`src/cpm_pkg.sv`:
```
package cpm_pkg;
    // Interface mode strap encodings.
    localparam logic [1:0] MODE_MUX = 2'h0;
    localparam logic [1:0] MODE_NONMUX = 2'h1;
    localparam logic [1:0] MODE_SERIAL = 2'h2;
    localparam logic [1:0] MODE_HW = 2'h3;
    // Bit positions on the shared pin groups.
    localparam int DATA_BIT1 = 1;
    localparam int DATA_BIT0 = 0;
    localparam int ADDR_PRESCALE = 6;
    localparam int ADDR_CPOL = 5;
    localparam int ADDR_CPHA = 4;
    localparam int ADDR_LBO_HI = 4;
    localparam int ADDR_LBO_LO = 2;
    localparam int ADDR_AIS = 1;
    localparam int ADDR_TERM = 0;
    localparam int ADDR_WIDTH = 7;
    // Termination encodings: 0 selects 75 ohm, 1 selects 120 ohm.
    localparam logic TERM_75_OHM = 1'b0;
    localparam logic TERM_120_OHM = 1'b1;
    // Transmit operating modes in which the alarm pin acts.
    localparam logic [1:0] TXOP_T1 = 2'h0;
    localparam logic [1:0] TXOP_E1 = 2'h1;
    typedef enum logic [1:0] {CPM_MUX, CPM_NONMUX, CPM_SERIAL, CPM_HW} cpm_mode_e;
endpackage

```
`src/cpm_pin_mux.sv`:
```
`timescale 1ns/100ps
// Overview of operation
// - strap 00 mux,01 nonmux,10 serial,11 hardware
// - nonmux mode: shared pins are data bits
// - mux mode: shared pins are data bits only; bus address held zero
// - serial mode: bit0 pin drives read data
// - bit1 pin takes serial write data
// - nonmux mode: address from seven address pins
// - serial mode: address bit5 gives clock polarity
// - serial mode: address bit4 gives clock phase
// - hardware mode: bit1 pin is rx mode 3
// - hardware mode: address bit5 is tx mode 0
// - hardware mode: address bits 4..2 give build-out
// - hardware mode: address bit6 is prescale 0
// - tx clock source from bit0 and pin
// - alarm pattern sent while alarm pin low
// - alarm pin ignored outside T1/E1 modes
// - hardware mode termination 0=75, 1=120 ohm
module cpm_pin_mux #(
    parameter int ADDR_W = cpm_pkg::ADDR_WIDTH
) (
    input wire logic clk_sys,
    input wire logic rst_n,
    input wire logic [1:0] interface_mode_strap,
    input wire logic [1:0] ad_in,
    output logic [1:0] ad_out,
    output logic [1:0] ad_oe,
    input wire logic [ADDR_W-1:0] addr_pin,
    input wire logic tx_clk_src_sel_1,
    input wire logic [1:0] tx_op_mode,
    input wire logic [1:0] bus_rd_data,
    input wire logic bus_rd_en,
    input wire logic spi_miso_data,
    input wire logic spi_miso_en,
    output logic [1:0] mode,
    output logic [1:0] bus_data_in,
    output logic [ADDR_W-1:0] bus_addr,
    output logic spi_mosi,
    output logic spi_cpol,
    output logic spi_cpha,
    output logic rx_mode_sel_3,
    output logic tx_mode_sel_0,
    output logic [2:0] build_out_sel,
    output logic pll_prescale_sel_0,
    output logic [1:0] tx_clk_src_sel,
    output logic send_alarm,
    output logic e1_termination_sel
);
    // Refuse at elaboration any address width other than the seven bits that the fixed pin roles use.
    if (ADDR_W != cpm_pkg::ADDR_WIDTH) begin : g_bad_addr_w
        $error("cpm_pin_mux: address width must be seven");
    end

    logic rst_sync_n;
    cpm_sync2 u_rst (
        .clk_sys(clk_sys),
        .rst_n(rst_n),
        .q(rst_sync_n)
    );

    // Decoding of the strap, used for every pin role below except the clock source and alarm.
    function automatic cpm_pkg::cpm_mode_e decode_mode(input logic [1:0] s);
        cpm_pkg::cpm_mode_e m;
        m = cpm_pkg::CPM_HW;
        if (s == cpm_pkg::MODE_MUX) begin
            m = cpm_pkg::CPM_MUX;
        end else if (s == cpm_pkg::MODE_NONMUX) begin
            m = cpm_pkg::CPM_NONMUX;
        end else if (s == cpm_pkg::MODE_SERIAL) begin
            m = cpm_pkg::CPM_SERIAL;
        end
        return m;
    endfunction

    cpm_pkg::cpm_mode_e md;
    assign md = decode_mode(interface_mode_strap);

    logic [1:0] mode_reg, mode_next;
    logic [1:0] ad_out_reg, ad_out_next;
    logic [1:0] ad_oe_reg, ad_oe_next;
    logic [1:0] din_reg, din_next;
    logic [ADDR_W-1:0] addr_reg, addr_next;
    logic mosi_reg, mosi_next;
    logic cpol_reg, cpol_next;
    logic cpha_reg, cpha_next;
    logic rxm3_reg, rxm3_next;
    logic txm0_reg, txm0_next;
    logic [2:0] lbo_reg, lbo_next;
    logic pll_prescale_sel_0_reg, pll_prescale_sel_0_next;
    logic [1:0] tcs_reg, tcs_next;
    logic ais_reg, ais_next;
    logic term_reg, term_next;

    // Each pin except the bit0 and alarm pins is given only the role of the current mode; others hold zero so
    // that downstream logic never acts on a stale role after a strap change.
    always_comb begin
        mode_next = interface_mode_strap;
        ad_out_next = 2'h0;
        ad_oe_next = 2'h0;
        din_next = 2'h0;
        addr_next = '0;
        mosi_next = 1'b0;
        cpol_next = 1'b0;
        cpha_next = 1'b0;
        rxm3_next = 1'b0;
        txm0_next = 1'b0;
        lbo_next = 3'h0;
        pll_prescale_sel_0_next = 1'b0;
        term_next = cpm_pkg::TERM_75_OHM;
        // The clock-source select is read in every mode.
        tcs_next = {tx_clk_src_sel_1, ad_in[cpm_pkg::DATA_BIT0]};
        // Alarm only in T1/E1 operating modes, and only while the pin is low.
        ais_next = 1'b0;
        if (tx_op_mode == cpm_pkg::TXOP_T1 || tx_op_mode == cpm_pkg::TXOP_E1) begin
            ais_next = ~addr_pin[cpm_pkg::ADDR_AIS];
        end
        case (md)
            cpm_pkg::CPM_MUX: begin
                // Dedicated address pins are expected tied low; only the alarm pin among them is read.
                din_next = ad_in;
                ad_out_next = bus_rd_data;
                ad_oe_next = {2{bus_rd_en}};
            end
            cpm_pkg::CPM_NONMUX: begin
                din_next = ad_in;
                addr_next = addr_pin;
                ad_out_next = bus_rd_data;
                ad_oe_next = {2{bus_rd_en}};
            end
            cpm_pkg::CPM_SERIAL: begin
                mosi_next = ad_in[cpm_pkg::DATA_BIT1];
                ad_out_next[cpm_pkg::DATA_BIT0] = spi_miso_data;
                ad_oe_next[cpm_pkg::DATA_BIT0] = spi_miso_en;
                cpol_next = addr_pin[cpm_pkg::ADDR_CPOL];
                cpha_next = addr_pin[cpm_pkg::ADDR_CPHA];
            end
            default: begin
                rxm3_next = ad_in[cpm_pkg::DATA_BIT1];
                txm0_next = addr_pin[cpm_pkg::ADDR_CPOL];
                lbo_next = addr_pin[cpm_pkg::ADDR_LBO_HI:cpm_pkg::ADDR_LBO_LO];
                pll_prescale_sel_0_next = addr_pin[cpm_pkg::ADDR_PRESCALE];
                term_next = addr_pin[cpm_pkg::ADDR_TERM];
            end
        endcase
    end

    // Registering every output costs one cycle of latency but keeps ports glitch free.
    always_ff @(posedge clk_sys or negedge rst_sync_n) begin
        if (!rst_sync_n) begin
            mode_reg <= 2'h0;
            ad_out_reg <= 2'h0;
            ad_oe_reg <= 2'h0;
            din_reg <= 2'h0;
            addr_reg <= '0;
            mosi_reg <= 1'b0;
            cpol_reg <= 1'b0;
            cpha_reg <= 1'b0;
            rxm3_reg <= 1'b0;
            txm0_reg <= 1'b0;
            lbo_reg <= 3'h0;
            pll_prescale_sel_0_reg <= 1'b0;
            tcs_reg <= 2'h0;
            ais_reg <= 1'b0;
            term_reg <= 1'b0;
        end else begin
            mode_reg <= mode_next;
            ad_out_reg <= ad_out_next;
            ad_oe_reg <= ad_oe_next;
            din_reg <= din_next;
            addr_reg <= addr_next;
            mosi_reg <= mosi_next;
            cpol_reg <= cpol_next;
            cpha_reg <= cpha_next;
            rxm3_reg <= rxm3_next;
            txm0_reg <= txm0_next;
            lbo_reg <= lbo_next;
            pll_prescale_sel_0_reg <= pll_prescale_sel_0_next;
            tcs_reg <= tcs_next;
            ais_reg <= ais_next;
            term_reg <= term_next;
        end
    end

    assign mode = mode_reg;
    assign ad_out = ad_out_reg;
    assign ad_oe = ad_oe_reg;
    assign bus_data_in = din_reg;
    assign bus_addr = addr_reg;
    assign spi_mosi = mosi_reg;
    assign spi_cpol = cpol_reg;
    assign spi_cpha = cpha_reg;
    assign rx_mode_sel_3 = rxm3_reg;
    assign tx_mode_sel_0 = txm0_reg;
    assign build_out_sel = lbo_reg;
    assign pll_prescale_sel_0 = pll_prescale_sel_0_reg;
    assign tx_clk_src_sel = tcs_reg;
    assign send_alarm = ais_reg;
    assign e1_termination_sel = term_reg;

    // Checks on the registered pin roles. Each starts only on an edge at which the output
    // flops were already out of reset, so the release edge itself cannot fire them.
    mode_strap_a: assert property (@(posedge clk_sys) disable iff (!rst_sync_n)
        rst_sync_n |=> mode == $past(interface_mode_strap))
        else $error("mode not strap");
    nonmux_data_a: assert property (@(posedge clk_sys) disable iff (!rst_sync_n)
        rst_sync_n && interface_mode_strap == cpm_pkg::MODE_NONMUX
        |=> bus_data_in == $past(ad_in))
        else $error("nonmux data");
    mux_data_a: assert property (@(posedge clk_sys) disable iff (!rst_sync_n)
        rst_sync_n && interface_mode_strap == cpm_pkg::MODE_MUX
        |=> bus_data_in == $past(ad_in) && bus_addr == '0)
        else $error("mux data");
    miso_drive_a: assert property (@(posedge clk_sys) disable iff (!rst_sync_n)
        rst_sync_n && interface_mode_strap == cpm_pkg::MODE_SERIAL
        |=> ad_out[0] == $past(spi_miso_data) && ad_oe == {1'b0, $past(spi_miso_en)})
        else $error("miso drive");
    mosi_take_a: assert property (@(posedge clk_sys) disable iff (!rst_sync_n)
        rst_sync_n && interface_mode_strap == cpm_pkg::MODE_SERIAL
        |=> spi_mosi == $past(ad_in[1]))
        else $error("mosi");
    nonmux_addr_a: assert property (@(posedge clk_sys) disable iff (!rst_sync_n)
        rst_sync_n && interface_mode_strap == cpm_pkg::MODE_NONMUX
        |=> bus_addr == $past(addr_pin))
        else $error("addr");
    spi_clock_a: assert property (@(posedge clk_sys) disable iff (!rst_sync_n)
        rst_sync_n && interface_mode_strap == cpm_pkg::MODE_SERIAL
        |=> spi_cpol == $past(addr_pin[5]) && spi_cpha == $past(addr_pin[4]))
        else $error("spi clock sel");
    hw_straps_a: assert property (@(posedge clk_sys) disable iff (!rst_sync_n)
        rst_sync_n && interface_mode_strap == cpm_pkg::MODE_HW
        |=> rx_mode_sel_3 == $past(ad_in[1])
        && tx_mode_sel_0 == $past(addr_pin[5]) && build_out_sel == $past(addr_pin[4:2])
        && pll_prescale_sel_0 == $past(addr_pin[6])
        && e1_termination_sel == $past(addr_pin[0]))
        else $error("hw straps");
    clk_src_a: assert property (@(posedge clk_sys) disable iff (!rst_sync_n)
        rst_sync_n |=> tx_clk_src_sel == {$past(tx_clk_src_sel_1), $past(ad_in[0])})
        else $error("clk src");
    alarm_gate_a: assert property (@(posedge clk_sys) disable iff (!rst_sync_n)
        rst_sync_n |=> send_alarm == ($past(tx_op_mode) < 2'h2 && !$past(addr_pin[1])))
        else $error("alarm");
    role_idle_a: assert property (@(posedge clk_sys) disable iff (!rst_sync_n)
        rst_sync_n && interface_mode_strap != cpm_pkg::MODE_HW
        |=> !rx_mode_sel_3 && build_out_sel == 3'h0)
        else $error("hw roles leak");
endmodule

```
`src/cpm_sync2.sv`:
```
`timescale 1ns/100ps
// Two-stage synchroniser for the reset release; the first stage feeds only the second.
module cpm_sync2 (
    input wire logic clk_sys,
    input wire logic rst_n,
    output logic q
);
    logic s1_reg;
    logic s2_reg;
    logic s1_next;
    logic s2_next;

    // Next values shift in a constant one behind the asserted reset.
    always_comb begin
        s1_next = 1'b1;
        s2_next = s1_reg;
    end

    // Asynchronous assert, synchronous release.
    always_ff @(posedge clk_sys or negedge rst_n) begin
        if (!rst_n) begin
            s1_reg <= 1'b0;
            s2_reg <= 1'b0;
        end else begin
            s1_reg <= s1_next;
            s2_reg <= s2_next;
        end
    end

    assign q = s2_reg;
endmodule

```
`config.mk`:
```
export PLATFORM = sky130hd
export DESIGN_NAME = cpm_pin_mux
export DESIGN_NICKNAME = d
export VERILOG_FILES = /design/src/cpm_pkg.sv /design/src/cpm_pin_mux.sv /design/src/cpm_sync2.sv
export SDC_FILE = /design/constraint.sdc
export NUM_CORES = 1
export LEC_CHECK = 0
export ABC_AREA = 0
export BUFFER_PORTS_ARGS = -buffer_cell sky130_fd_sc_hd__buf_2
export CAP_MARGIN = 40
export CELL_PAD_IN_SITES_DETAIL_PLACEMENT = 2
export CELL_PAD_IN_SITES_GLOBAL_PLACEMENT = 2
export CORE_MARGIN = 3
export CORE_UTILIZATION = 24
export DETAILED_ROUTE_END_ITERATION = 8
export PLACE_DENSITY_LB_ADDON = 0.1
export SLEW_MARGIN = 20
export SYNTH_ARGS = -nofsm -noshare
export SYNTH_HDL_FRONTEND = slang
export SYNTH_SLANG_ARGS = --single-unit
```
`constraint.sdc`:
```
create_clock -name clk_sys -period 0.9 [get_ports clk_sys]
set_input_delay 0.18 -clock clk_sys [delete_from_list [all_inputs] [get_ports clk_sys]]
set_output_delay 0.18 -clock clk_sys [all_outputs]
set_load 0.01 [all_outputs]
```
==> results.tsv <==
metric	value	unit
status	complete, but fails checks	
violations	negative setup slack	
dpl_cell_area	1274	um2
rrSetupSlack	440	ps
clkLatencyLatePin	270	ps
grt_usage	10.22	%
cts.clk_slew.worst_paths	60	ps
hold_slack	15.71	ps
numCtsBuffers	5	
hold_viol	0	
yosys.cell_types.count	13	
synth.avg_cell_area	15.83	um2
worst_setup_path_end_kind	output port	
first_pass_iters	2	
ys_seq_area_share	79.05	%
period_minus_slack	961.3	ps
r2r_start	u_rst.s1_reg	
rsz0062_at_grt	yes	
wirelength	2133	um
peakVddDrop	0.7764	mV
place_ws	67.44	ps
routedWlPerCell	12.77	um
drt_iter0_drc	29	
r2r_end	u_rst.q	
crit_chain	buf_2	
grt_pass1_vias	716	
num_vias	669	
cp_top_family	flip-flops	
crit_start	mode[1]	
fin_crit_sh	106.8	%
dieHeight	68.91	um
postLayoutSetupSlackWorst	-61.33	ps
slowest_delay	370	ps
finalNetCount	140	
crit_type	register to output port	
final_common_cell	buf_2	
fp.dieArea	4748	um2
netlist_top_cells_area	dfrtp_1 79%, and3_1 5.9%, and2_1 5.3%	
endpoint	mode[1]	
synth_seq_cells	30	
leakagePower	0.7915	nW
drc	0	
yosysTopAreaCellShare	79.05	%
core-area	3744	um2
crit_buf_inv	1	
clock-sinks	30	
synth_area	949.7	um2
cp_slowest_cell	dfrtp_1	
drv_cap	0	
clockRootBuffer	clkbuf_8	
syn-num-nets	81	
clk_path_buf_depth	2	
cp_data_arrival_time	780	ps
fin_skew	2.650	ps
grt_pass1_wl	3339	um
synth_top_area_cell	dfrtp_1	
dp_hpwl	1729	um
cts_tree	yes	
ios	49	
htree_levels	2	
num_antenna_cells	0	
cp_num_cells	1	
maxSlewViolCount	0	
critPathMaxFanout	1	
ant_nets	0	
largest_reg_flops	7	
die_w	68.91	um
worst_setup_path_start_kind	register	
fp-row-count	22	
rr_worst_depth	0	
fill_cells	426	
syn_inst	60	
synth_warnings	0	
final-setup-viol-count	28	
crit_required	720	ps
hp-class	input port to register	
final_cell_mix	44 x buf_2, 30 x dfrtp_1, 9 x and3_1	
p_per_area	1918	nW/um2
place_congestion	0.5785	
gr-total-overflow	0	
drive_gt1_share	50.42	%
grt_antenna_before_repair	0	
setup_tns	-1135	ps
start_util	25.37	%
max_freq	1040	MHz
fin_area	1379	um2
vias_per_cell	4.006	
grt_max_degree	20	
io_buffers	47	
power	2.644	mW
syn_to_final_growth	45.19	%
## worst min path at each step
stage / startpoint / endpoint / slack, ps / depth (start not counted)
detailed placement: rst_n / u_rst.s1_reg / -30 / 1
global route: tx_clk_src_sel_1 / tx_clk_src_sel[1] / 2 / 1
global placement: rst_n / u_rst.s1_reg / -30 / 1
finish: tx_clk_src_sel_1 / tx_clk_src_sel[1] / 20 / 1
CTS: tx_clk_src_sel_1 / tx_clk_src_sel[1] / 4 / 1
floorplan: rst_n / u_rst.q / -120 / 0
## per-layer routing
metal  vias up  global-route usage (%)  share of wire (%)
li1        303                       -                  -
met1       327                   10.84                 38
met2        33                   16.43                 50
met3         6                   5.024                9.9
met4         0                   5.839                2.0
met5         -                       0                  0
## power breakdown
part	switching, mW	leakage (nW)	internal (mW)	total, mW
combinational	0.128	0.365	0.126	0.254
sequential	0.0172	0.388	1.41	1.43
clock	0.433	0.0383	0.530	0.964
total	0.579	0.791	2.07	2.64
## area by class of cell
class / instances / area (um2) / area share, %
clock buffer: 7 / 76.32 / 5.535
inverter: 1 / 3.754 / 0.2722
multi-input combinational: 27 / 178.9 / 12.98
sequential: 30 / 750.7 / 54.45
tap: 48 / 60.06 / 4.356
timing repair buffer: 54 / 309.0 / 22.41
## synth_stat cells
cell,n
and2_1,8
nor2b_1,4
conb_1,1
buf_6,1
and3_1,9
nor2b_4,1
a21o_1,1
and2b_4,1
inv_1,1
buf_2,1
a22o_1,1
nor2_1,1
dfrtp_1,30
## through the flow
| stage | std cells | util [%] |
|---|---|---|
| after detailed placement | 159 | 34.02 |
| after global routing | 167 | 36.83 |
| after global placement | 159 | 34.02 |
| after floorplan | 60 | - |
| after CTS | 167 | 36.33 |
| final | 167 | 36.83 |
## timing repair
action                                 4_1_cts  5_1_grt
buffers inserted                             0        0
endpoints found under the hold margin        2        0
hold buffers                                 1        0
setup endpoints to repair                   28       28
resized for setup                            0        3
## cells by family (layout without fill, tap and decap cells)
group | count (synthesis) | count (layout) | synth area share [%]
AO/OA/AOI/OAI | 2 | 2 | 1.713
buffers and inverters | 3 | 62 | 2.107
flip-flops | 30 | 30 | 79.05
other | 1 | 1 | 0.3949
AND/OR/NAND/NOR | 24 | 24 | 16.73
Power figures use the tool's default switching activity.
